**src/pkg/usirq_cfg.svh**
```systemverilog
// offsets, field positions, reset values and timing counts of the block
`ifndef USIRQ_CFG_SVH
`define USIRQ_CFG_SVH

// register offsets (byte addresses)
`define OFF_CTL1 8'h00
`define OFF_CTL2 8'h04
`define OFF_ENCLR 8'h14
`define OFF_ENSET 8'h16
`define OFF_FLAGS 8'h18
`define OFF_STATUS 8'h1a
`define OFF_SYNC 8'h1c
`define OFF_DATA 8'h28

// first control register fields
`define CA_SOFT_RST 0
`define CA_ENABLE 1
`define CA_FLOW 16
`define CA_FRAME_FORMAT_LSB 24

// second control register fields
`define CB_COLLISION_STATUS_DET 8
`define CB_SOF_DET 9
`define CB_RXEN 17

// interrupt flag and enable fields
`define FLG_ERR 7
`define FLG_BRK 5
`define FLG_CTS 4
`define FLG_RX_START 3
`define FLG_RX_DONE 2
`define FLG_TX_DONE 1
`define FLG_TX_EMPTY 0
`define IRQ_MASK 8'hbf
`define FLG_STICKY 8'hba

// line status fields: errors, clear-to-send level and transmitter-empty
`define ST_TX_IDLE 6
`define ST_COLLIDE 5
`define ST_BAD_SYNC 4
`define ST_CTS 3
`define ST_OVF 2
`define ST_FRAME 1
`define ST_PARITY 0
`define ST_STICKY 8'h37

// synchronization busy fields
`define SB_CTL2 2
`define SB_EN 1
`define SB_SW 0

// frame format codes and sync pattern
`define FRAME_FORMAT_PARITY 4'h1
`define FRAME_FORMAT_AUTOBAUD 4'h4
`define FRAME_FORMAT_AB_PARITY 4'h5
`define SYNC_PATTERN 8'h55

// reset values
`define RST_EN 8'h00
`define RST_FLG 8'h00
`define RST_ST 8'h00

// core domain tick divider and sync length in core ticks
`define CORE_DIV 4
`define SYNC_TICKS 3

`endif

```
**src/pkg/usirq_pkg.sv**
```systemverilog
// types shared by the usart interrupt, status and sync-busy logic
package usirq_pkg;

  typedef enum logic [1:0] {
    USIRQ_IDLE = 2'b00,
    USIRQ_COUNT = 2'b01,
    USIRQ_DONE = 2'b11
  } usirq_sync_e;

  typedef struct packed {
    logic valid;
    logic write;
    logic [7:0] addr;
    logic [31:0] wdata;
  } usirq_req_s;

  typedef struct packed {
    logic ack;
    logic err;
    logic [31:0] rdata;
  } usirq_rsp_s;

  typedef struct packed {
    logic start_bit;
    logic shift_full;
    logic char_valid;
    logic [8:0] char_data;
    logic stop_bit;
    logic parity_bad;
    logic break_rx;
    logic collide;
    logic sync_valid;
    logic [7:0] sync_byte;
    logic start_cond;
  } usirq_rx_evt_s;

  typedef struct packed {
    logic [3:0] frame_format;
    logic flow_en;
    logic enable;
  } usirq_ctl1_s;

  typedef struct packed {
    logic rx_en;
    logic sof_det_en;
    logic collision_status_det_en;
  } usirq_ctl2_s;

endpackage

```
**src/hw/usirq_regs.sv**
```systemverilog
// usart interrupt enable, flag, line status and sync-busy registers
`timescale 1ns/10ps
`include "usirq_cfg.svh"

// Notes on behaviour
// writing one to an enable-set bit sets that interrupt enable
// enable-set and enable-clear read the same enable bits
// error flag sets on any line error; write one clears
// break flag sets on break in auto-baud format; write one clears
// handshake-change flag sets on any clear-to-send level change
// receive-start flag sets on start condition with detection enabled
// receive-complete is high while unread data; read or rx-off clears
// transmit-complete sets when frame left, nothing pending; clears
// data-empty is high while transmit data register is empty
// transmitter-empty status always reads zero
// collision status sets with detection on; write one or rx-off clears
// inconsistent sync sets in auto-baud when sync field not pattern
// status shows clear-to-send level when flow control is on
// overflow sets on start bit with buffer and shifter full
// framing error sets when first stop bit samples zero
// parity error sets on mismatch when format enables parity
// overflow, framing, parity describe the next character to read; the code keeps them until written one or rx-off
// second control write while enabled is busy; rewrite errors
// unit-enable write raises enable-busy until crossed
// software-reset write raises reset-busy until reset completes
// writing one to an enable-clear bit clears that enable
// data read returns oldest character and clears receive-complete
// interrupt request is high while any enabled flag is high
module usirq_regs #(
  parameter int CORE_DIV = `CORE_DIV,
  parameter int SYNC_TICKS = `SYNC_TICKS
) (
  // clock and reset
  input logic clk_i,
  input logic rst_n_i,
  // register port
  input usirq_pkg::usirq_req_s req_i,
  output usirq_pkg::usirq_rsp_s rsp_o,
  // receiver and line events
  input usirq_pkg::usirq_rx_evt_s evt_i,
  input logic cts_i,
  // transmitter
  input logic tx_take_i,
  input logic tx_done_i,
  output logic [8:0] tx_data_o,
  output logic tx_valid_o,
  // controls toward the frame engine
  output usirq_pkg::usirq_ctl1_s ctl1_o,
  output usirq_pkg::usirq_ctl2_s ctl2_o,
  // interrupt
  output logic irq_o
);
  import usirq_pkg::*;

  localparam int DW = $clog2(CORE_DIV + 1);

  function automatic logic [7:0] sticky8(input logic [7:0] q,
                                         input logic [7:0] set,
                                         input logic [7:0] clr);
    // set wins over a clear in the same cycle
    return set | (q & ~clr);
  endfunction

  usirq_ctl1_s ctl1_ff, nxt_ctl1;
  usirq_ctl2_s ctl2_ff, nxt_ctl2;
  usirq_rsp_s rsp_ff, nxt_rsp;
  logic [7:0] en_ff, nxt_en;
  logic [7:0] flg_ff, nxt_flg;
  logic [7:0] st_ff, nxt_st;
  logic [8:0] rx_data_ff, nxt_rx_data;
  logic [8:0] tx_data_ff, nxt_tx_data;
  logic rx_full_ff, nxt_rx_full;
  logic tx_full_ff, nxt_tx_full;
  logic cts_prev_ff;
  logic irq_ff, nxt_irq;
  logic [DW-1:0] div_ff, nxt_div;
  logic ctl2_busy, en_busy, sw_busy, sw_done;
  logic [31:0] rd_ctl1, rd_ctl2;

  // address decode
  wire wr = req_i.valid && req_i.write;
  wire rd = req_i.valid && !req_i.write;
  wire [7:0] wd = req_i.wdata[7:0];
  wire hit_ctl1 = (req_i.addr == `OFF_CTL1);
  wire hit_ctl2 = (req_i.addr == `OFF_CTL2);
  wire hit_enclr = (req_i.addr == `OFF_ENCLR);
  wire hit_enset = (req_i.addr == `OFF_ENSET);
  wire hit_flags = (req_i.addr == `OFF_FLAGS);
  wire hit_status = (req_i.addr == `OFF_STATUS);
  wire hit_sync = (req_i.addr == `OFF_SYNC);
  wire hit_data = (req_i.addr == `OFF_DATA);

  // core rate tick; the sync logic only advances on it
  wire core_tick = (div_ff == DW'(CORE_DIV - 1));
  assign nxt_div = core_tick ? '0 : div_ff + DW'(1);

  // writes and their side effects
  wire srst = sw_done;
  wire ctl2_err = wr && hit_ctl2 && ctl2_busy;
  wire w_ctl2 = wr && hit_ctl2 && !ctl2_busy && !sw_busy;
  wire w_ctl1 = wr && hit_ctl1 && !sw_busy;
  wire w_enset = wr && hit_enset;
  wire w_enclr = wr && hit_enclr;
  wire w_flags = wr && hit_flags;
  wire w_status = wr && hit_status;
  wire wr_data = wr && hit_data && !tx_full_ff;
  wire rd_data = rd && hit_data;

  // frame format and receiver state
  wire autobaud = (ctl1_ff.frame_format == `FRAME_FORMAT_AUTOBAUD) ||
                  (ctl1_ff.frame_format == `FRAME_FORMAT_AB_PARITY);
  wire parity_on = (ctl1_ff.frame_format == `FRAME_FORMAT_PARITY) ||
                   (ctl1_ff.frame_format == `FRAME_FORMAT_AB_PARITY);
  wire rx_off = !ctl1_ff.enable || !ctl2_ff.rx_en;

  // engine events
  wire e_collide = ctl2_ff.collision_status_det_en && evt_i.collide;
  wire e_bad_sync = autobaud && evt_i.sync_valid &&
                    (evt_i.sync_byte != `SYNC_PATTERN);
  wire e_ovf = evt_i.start_bit && rx_full_ff && evt_i.shift_full;
  wire e_frame = evt_i.char_valid && !evt_i.stop_bit;
  wire e_parity = evt_i.char_valid && parity_on && evt_i.parity_bad;
  wire e_err = !rx_off &&
               (e_collide || e_bad_sync || e_ovf || e_frame || e_parity);
  wire e_brk = autobaud && evt_i.break_rx;
  wire e_cts = (cts_i != cts_prev_ff);
  wire e_rx_start = ctl2_ff.sof_det_en && evt_i.start_cond;
  wire e_tx_done = tx_done_i && !tx_full_ff && !wr_data;
  wire cts_lvl = cts_i && ctl1_ff.flow_en;

  // interrupt flags; receive-complete and data-empty are live views
  wire [7:0] set_flg = {e_err, 1'b0, e_brk, e_cts, e_rx_start,
                        1'b0, e_tx_done, 1'b0};
  wire [7:0] clr_flg = (w_flags ? wd : 8'h00) |
                       {6'h00, wr_data, 1'b0};
  assign nxt_flg = srst ? `RST_FLG :
                   sticky8(flg_ff, set_flg, clr_flg) & `FLG_STICKY;
  wire [7:0] flag_vec = flg_ff |
                        {5'h00, rx_full_ff, 1'b0, !tx_full_ff};
  wire [7:0] nxt_flag_vec = nxt_flg |
                            {5'h00, nxt_rx_full, 1'b0, !nxt_tx_full};

  // line status; a disabled receiver reports nothing but the clear-to-send level
  wire [7:0] set_st = {2'b00, e_collide, e_bad_sync, 1'b0, e_ovf,
                       e_frame, e_parity} & {8{!rx_off}};
  wire [7:0] clr_st = (w_status ? wd : 8'h00) | {8{rx_off}};
  assign nxt_st = srst ? `RST_ST :
                  sticky8(st_ff, set_st, clr_st) & `ST_STICKY;
  // transmitter-empty bit is not stored, so it always reads zero
  wire [7:0] st_vec = st_ff | {4'h0, cts_lvl, 3'h0};

  // interrupt enables, one shared set of bits
  wire [7:0] set_en = w_enset ? wd : 8'h00;
  wire [7:0] clr_en = w_enclr ? wd : 8'h00;
  assign nxt_en = srst ? `RST_EN : ((en_ff | set_en) & ~clr_en) & `IRQ_MASK;
  assign nxt_irq = |(nxt_flag_vec & nxt_en);

  // one-deep receive holding and transmit data registers
  wire rx_load = evt_i.char_valid && (!rx_full_ff || rd_data);
  assign nxt_rx_data = rx_load ? evt_i.char_data : rx_data_ff;
  assign nxt_rx_full = !srst && !rx_off &&
                       (evt_i.char_valid || (rx_full_ff && !rd_data));
  // data written while the register is full is dropped
  assign nxt_tx_data = wr_data ? req_i.wdata[8:0] : tx_data_ff;
  assign nxt_tx_full = !srst &&
                       (wr_data || (tx_full_ff && !tx_take_i));

  // control registers
  always_comb begin
    nxt_ctl1 = ctl1_ff;
    nxt_ctl2 = ctl2_ff;
    if (srst) begin
      nxt_ctl1 = '0;
      nxt_ctl2 = '0;
    end else begin
      if (w_ctl1) begin
        nxt_ctl1.enable = req_i.wdata[`CA_ENABLE];
        nxt_ctl1.flow_en = req_i.wdata[`CA_FLOW];
        nxt_ctl1.frame_format = req_i.wdata[`CA_FRAME_FORMAT_LSB +: 4];
      end
      if (w_ctl2) begin
        nxt_ctl2.collision_status_det_en = req_i.wdata[`CB_COLLISION_STATUS_DET];
        nxt_ctl2.sof_det_en = req_i.wdata[`CB_SOF_DET];
        nxt_ctl2.rx_en = req_i.wdata[`CB_RXEN];
      end
    end
  end

  always_comb begin
    rd_ctl1 = 32'h0000_0000;
    rd_ctl1[`CA_SOFT_RST] = sw_busy;
    rd_ctl1[`CA_ENABLE] = ctl1_ff.enable;
    rd_ctl1[`CA_FLOW] = ctl1_ff.flow_en;
    rd_ctl1[`CA_FRAME_FORMAT_LSB +: 4] = ctl1_ff.frame_format;
    rd_ctl2 = 32'h0000_0000;
    rd_ctl2[`CB_COLLISION_STATUS_DET] = ctl2_ff.collision_status_det_en;
    rd_ctl2[`CB_SOF_DET] = ctl2_ff.sof_det_en;
    rd_ctl2[`CB_RXEN] = ctl2_ff.rx_en;
  end

  // read selection; unmapped offsets read zero without error
  wire [31:0] rd_mux =
    hit_ctl1 ? rd_ctl1 :
    hit_ctl2 ? rd_ctl2 :
    (hit_enset || hit_enclr) ? {24'h0, en_ff} :
    hit_flags ? {24'h0, flag_vec} :
    hit_status ? {24'h0, st_vec} :
    hit_sync ? {29'h0, ctl2_busy, en_busy, sw_busy} :
    hit_data ? {23'h0, rx_data_ff} :
    32'h0000_0000;
  assign nxt_rsp.ack = req_i.valid;
  assign nxt_rsp.err = ctl2_err;
  assign nxt_rsp.rdata = rd ? rd_mux : 32'h0000_0000;

  // crossings into the core domain
  usirq_sync_busy #(.SYNC_TICKS(SYNC_TICKS)) u_sync_ctl2 (
    .clk_i(clk_i), .rst_n_i(rst_n_i), .tick_i(core_tick),
    .start_i(w_ctl2 && ctl1_ff.enable),
    .busy_o(ctl2_busy), .done_o());
  usirq_sync_busy #(.SYNC_TICKS(SYNC_TICKS)) u_sync_en (
    .clk_i(clk_i), .rst_n_i(rst_n_i), .tick_i(core_tick),
    .start_i(w_ctl1),
    .busy_o(en_busy), .done_o());
  usirq_sync_busy #(.SYNC_TICKS(SYNC_TICKS)) u_sync_sw (
    .clk_i(clk_i), .rst_n_i(rst_n_i), .tick_i(core_tick),
    .start_i(w_ctl1 && req_i.wdata[`CA_SOFT_RST]),
    .busy_o(sw_busy), .done_o(sw_done));

  always_ff @(posedge clk_i or negedge rst_n_i) begin
    if (!rst_n_i) begin
      ctl1_ff <= '0;
      ctl2_ff <= '0;
      rsp_ff <= '0;
      en_ff <= `RST_EN;
      flg_ff <= `RST_FLG;
      st_ff <= `RST_ST;
      rx_data_ff <= 9'h000;
      tx_data_ff <= 9'h000;
      rx_full_ff <= 1'b0;
      tx_full_ff <= 1'b0;
      cts_prev_ff <= 1'b0;
      irq_ff <= 1'b0;
      div_ff <= '0;
    end else begin
      ctl1_ff <= nxt_ctl1;
      ctl2_ff <= nxt_ctl2;
      rsp_ff <= nxt_rsp;
      en_ff <= nxt_en;
      flg_ff <= nxt_flg;
      st_ff <= nxt_st;
      rx_data_ff <= nxt_rx_data;
      tx_data_ff <= nxt_tx_data;
      rx_full_ff <= nxt_rx_full;
      tx_full_ff <= nxt_tx_full;
      cts_prev_ff <= cts_i;
      irq_ff <= nxt_irq;
      div_ff <= nxt_div;
    end
  end

  assign rsp_o = rsp_ff;
  assign irq_o = irq_ff;
  assign tx_data_o = tx_data_ff;
  assign tx_valid_o = tx_full_ff;
  assign ctl1_o = ctl1_ff;
  assign ctl2_o = ctl2_ff;

  // checks
  localparam int SYNC_MAX = 64;
endmodule

```
**src/hw/usirq_sync_busy.sv**
```systemverilog
// busy tracker for one write crossing into the core tick domain
`timescale 1ns/10ps
`include "usirq_cfg.svh"

module usirq_sync_busy #(
  parameter int SYNC_TICKS = `SYNC_TICKS
) (
  // clock and reset
  input logic clk_i,
  input logic rst_n_i,
  // core rate enable and start
  input logic tick_i,
  input logic start_i,
  // state
  output logic busy_o,
  output logic done_o
);
  import usirq_pkg::*;

  localparam int CW = $clog2(SYNC_TICKS + 1);

  usirq_sync_e state_ff;
  usirq_sync_e nxt_state;
  logic [CW-1:0] cnt_ff;
  logic [CW-1:0] nxt_cnt;

  wire last_tick = tick_i && (cnt_ff == CW'(SYNC_TICKS - 1));

  always_comb begin
    nxt_state = state_ff;
    nxt_cnt = cnt_ff;
    unique case (state_ff)
      USIRQ_IDLE: begin
        // a second start while busy is absorbed by the running crossing
        if (start_i) begin
          nxt_state = USIRQ_COUNT;
          nxt_cnt = '0;
        end
      end
      USIRQ_COUNT: begin
        if (last_tick) begin
          nxt_state = USIRQ_DONE;
        end else if (tick_i) begin
          nxt_cnt = cnt_ff + CW'(1);
        end
      end
      USIRQ_DONE: begin
        nxt_state = USIRQ_IDLE;
      end
      default: begin
        nxt_state = USIRQ_IDLE;
      end
    endcase
  end

  always_ff @(posedge clk_i or negedge rst_n_i) begin
    if (!rst_n_i) begin
      state_ff <= USIRQ_IDLE;
      cnt_ff <= '0;
    end else begin
      state_ff <= nxt_state;
      cnt_ff <= nxt_cnt;
    end
  end

  assign busy_o = (state_ff != USIRQ_IDLE);
  assign done_o = (state_ff == USIRQ_DONE);

endmodule

```
**config.mk**
```make
export PLATFORM = sky130hd
export DESIGN_NAME = usirq_regs
export DESIGN_NICKNAME = d
export VERILOG_FILES = /design/src/pkg/usirq_pkg.sv /design/src/hw/usirq_regs.sv /design/src/hw/usirq_sync_busy.sv
export VERILOG_INCLUDE_DIRS = /design/src /design/src/pkg
export SDC_FILE = /design/constraint.sdc
export NUM_CORES = 1
export LEC_CHECK = 0
export ABC_AREA = 1
export BUFFER_PORTS_ARGS = -buffer_cell sky130_fd_sc_hd__buf_2
export CORE_ASPECT_RATIO = 1.25
export CORE_UTILIZATION = 51
export DETAILED_ROUTE_END_ITERATION = 8
export GPL_TIMING_DRIVEN = 0
export PLACE_DENSITY_LB_ADDON = 0.05
export SLEW_MARGIN = 10
export SYNTH_ARGS = -nofsm -noshare
export SYNTH_HDL_FRONTEND = slang
export SYNTH_SLANG_ARGS = --single-unit
```
**constraint.sdc**
```tcl
create_clock -name clk_i -period 1.47 [get_ports clk_i]
set_input_delay 0.294 -clock clk_i [delete_from_list [all_inputs] [get_ports clk_i]]
set_output_delay 0.294 -clock clk_i [all_outputs]
set_load 0.1 [all_outputs]
```
==> results.yml <==
final_layout:
  final_common_cell: "sky130_fd_sc_hd__nand2_1"
  finalNonFillerCells: 685
  multi_input_comb_area_mm2: 0.00168
  most-common-layout-cells: "sky130_fd_sc_hd__nand2_1, sky130_fd_sc_hd__buf_2, sky130_fd_sc_hd__dfrtp_1"
  drive_above_1_share_pct: 32.9
  area_growth_pct: 25.9
  final.fill_count: 641
  final_net_count: 665
  antenna_cells_inserted: 0
  ff_latch_area_mm2: 0.00205
clock_network:
  clock_latency_ps: 350
  ctsRootBufferMaster: "sky130_fd_sc_hd__clkbuf_8"
  cts.sink_count: 81
  numCtsBuffers: 9
  clockBufferDepth: 2
  cts_max_level: 3
  clock_tree_from_tritoncts: "done"
  cts.reportedPaths.clkPinSlew_ps: 80
worst_setup_path:
  timing.reg2reg.setup_slack_ps: 50
  gate_family_responsible_for_the_most_delay_along_the_worst_path: "buffers and inverters"
  worst-endpoint-required_ps: 1180
  worstRegToRegCells: 7
  setup.worst_path.class: "flip-flop to output pin"
  cp_max_fo: 2
  origin_of_the_critical_flop_to_flop_path: "u_sync_ctl2.state_ff[0]$_DFFE_PN0P_"
  critical_path.cell_chain: "buf_2"
  worst_setup_path_end_kind: "output pin"
  crit_slowest_cell: "sky130_fd_sc_hd__buf_2"
  r2r_end: "u_sync_ctl2.cnt_ff[1]$_DFFE_PN0P_"
  worst_path_largest_cell_delay_ps: 430
  cp_num_buf_inv: 1
  setup.worst_path.start_class: "flip-flop"
  worst-endpoint-arrival_ps: 1130
place:
  place.detailed.instances: 664
  port-buffer-count: 94
  estimated_wirelength_of_the_detail_placed_design_um: 7790
  post-place-ws_ps: -215
  gp_routability_congestion: 0.869
yosys:
  synth-main-ff-cell: "sky130_fd_sc_hd__dfrtp_1"
  yosys.area_share.xor_xnor_pct: 0.218
  synthesis.area_mm2: 0.00403
  main_combinational_cell_family_by_area_after_synthesis: "simple AND/OR/NAND/NOR gates"
  synth_compound_gate_area_share_pct: 9.42
  sequential_share_of_the_synthesized_area_pct: 50.3
  synth_async_sr_flop_share_pct: 100
  post_synthesis_cell_type_count: 40
  synth-edff-count: 0
  yosys-mux-area-fraction_pct: 2.52
  synth-adder-area-share_pct: 1.24
  synth-seq-cells: 81
  cell_count_after_synthesis: 462
  yosys.area_share.simple_pct: 26.0
  yosys_warnings: 0
  syn_avg_cell_area_um2: 8.72
power:
  ir_drop_uv: 647
  cellLeakagePower_nw: 2.69
  power.switching_fraction_pct: 27.9
  sequentialPowerShare_pct: 47.0
  p_int_mw: 3.56
  p_clk_share_pct: 38.7
  power.net_switching_mw: 1.38
  power_per_cell_area_mw_per_mm2: 975
  combinationalPowerShare_pct: 14.4
  post-layout-total-power_mw: 4.94
route:
  drt-initial-drc-count: 176
  routedWlPerCell_um: 15.0
  route.vias.total: 3541
  vias_per_cell: 5.17
  drt_first_pass_iters: 6
  drcViolationCount: 0
  postRouteWirelength_um: 10300
  detail-route-antenna-nets: 0
sta:
  worstMarginPinSlew_ps: 551
  clock-skew-final_ps: 6.22
  final-setup-viol-count: 0
  timing.final.crit_period_ps: 1420
  unrepaired_setup_endpoints_after_global_routing: "true"
  timing.final.hold_violations: 0
  finalSetupTns_ps: 0
  final_min_period_over_clock_period_pct: 96.9
  slew_headroom_pct: 63.3
  hold_ws_ps: 85.4
  fin_ws_ps: 46.0
  finalMaxSlewViolations: 0
  fmaxAchievable_mhz: 702
grt:
  largest_net_degree_at_the_start_of_global_routing: 51
  number_of_global_route_vias_before_repair: 3499
  number_of_antenna_violations_at_the_first_check_in_global_routing: 0
  grt_pass1_wl_um: 16400
  grt_resource_usage_total_pct: 26.9
  overflow: 0
floorplanning:
  io_pins: 127
  coreArea_mm2: 0.00749
  die_h_um: 101
  starting_density_pct: 53.8
  number_of_rows_created_at_floorplan: 35
  die_x_um: 81.5
  die-area_mm2: 0.00826
job:
  drv_cap: 0
hold_path:
  hold_start: "req_i[41]"
  worstHoldPathCells: 1
  holdPathEnd: "rsp_o[33]$_DFF_PN0_"
  hp-class: "primary input to flip-flop"
outcome:
  status: "completed"
[per-layer routing]
layer / vias to the layer above / GRT usage [%] / share of wire [%]
met5: - / 0 / 0
met4: 0 / 12.2 / 3.5
met3: 27 / 6.04 / 6.3
met2: 134 / 44.6 / 50
met1: 1669 / 33.2 / 41
li1: 1711 / - / -
[cell families (layout without fill, tap and decap cells)]
family,Yosys count,in the layout
AND/OR/NAND/NOR,210,210
buffers and inverters,88,204
flip-flops,81,81
AO/OA/AOI/OAI,68,68
multiplexers,9,9
adder cells (fa/ha/maj),4,4
other,1,16
XOR/XNOR,1,1
[cells in the mapped netlist, drive strengths merged, types with 2 or more instances]
library cell   n  area [µm²]
o221ai         4        35.0
buf           19         150
nor3           9        61.3
nor2          56         264
a21oi         22         110
ha             4        50.1
or2            2        12.5
a31oi          2        12.5
o21bai         4        30.0
mux2           9         101
nand3         33         190
nor4           4        25.0
inv           67         252
nand2         94         395
o21ai         34         178
clkbuf         2        7.51
nand3b         2        15.0
dfrtp         81        2030
nand4          9        77.6
[how the worst max path moves through the flow]
| stage | to | from | cells past startpoint | slack (ps) |
|---|---|---|---|---|
| floorplan | irq_o$_DFF_PN0_ | ctl1_o[0]$_DFFE_PN0P_ | 8 | -30 |
| global placement | tx_valid_o$_DFF_PN0_ | rst_n_i | 1 | -760 |
| detailed placement | rsp_o[5]$_DFF_PN0_ | req_i[41] | 7 | -220 |
| CTS | ctl1_o[0] | ctl1_o[0]$_DFFE_PN0P_ | 1 | 10 |
| global route | irq_o$_DFF_PN0_ | ctl1_o[3]$_DFFE_PN0P_ | 11 | -7 |
| finish | tx_data_o[0] | tx_data_o[0]$_DFFE_PN0P_ | 1 | 50 |
[power groups by stage]
stage | logic (mW) | clock network (mW) | registers, mW
after floorplan | 0.376 | 0 | 2.48
after global placement | 0.682 | 0 | 2.36
after detailed placement | 0.701 | 0 | 2.37
after CTS | 0.709 | 1.93 | 2.32
after global routing | 0.763 | 2.04 | 2.33
final | 0.710 | 1.91 | 2.32
[stage by stage]
| stage | utilization, % | cell area, µm² |
|---|---|---|
| finish | 67.7 | 5070 |
| global route | 67.7 | 5070 |
| CTS | 67.0 | 5010 |
| detailed placement | 63.0 | 4720 |
| global placement | 62.6 | 4690 |
| floorplan | - | 4100 |
[what timing repair did]
action | in CTS | in global routing
hold endpoints to repair | 31 | 0
pin swaps | 1 | 3
resized for setup | 12 | 16
gates cloned | 0 | 0
hold buffers | 1 | 0
endpoints found under the setup margin | 11 | 19
setup buffers | 2 | 2
[registers in the layout, indices dropped and copies added (netlist names), 2 cells and up]
register              flops
u_sync_ctl2.state_ff      2
ctl2_o                    3
flg_ff                    5
st_ff                     5
u_sync_sw.state_ff        2
ctl1_o                    6
u_sync_en.state_ff        2
rx_data_ff                9
div_ff                    3
u_sync_en.cnt_ff          2
rsp_o                    18
u_sync_ctl2.cnt_ff        2
en_ff                     7
tx_data_o                 9
u_sync_sw.cnt_ff          2
[final cells by class]
cell class / instances / area share (%)
flip-flops and latches: 81 / 40.4
multi-input cells: 308 / 33.1
repair buffers: 100 / 11.4
inverters: 67 / 5.01
clock buffers: 12 / 3.26
plain buffers: 21 / 3.11
well taps: 92 / 2.27
clock inverters: 4 / 1.46
Note: power is estimated with default switching activity, not from simulation.
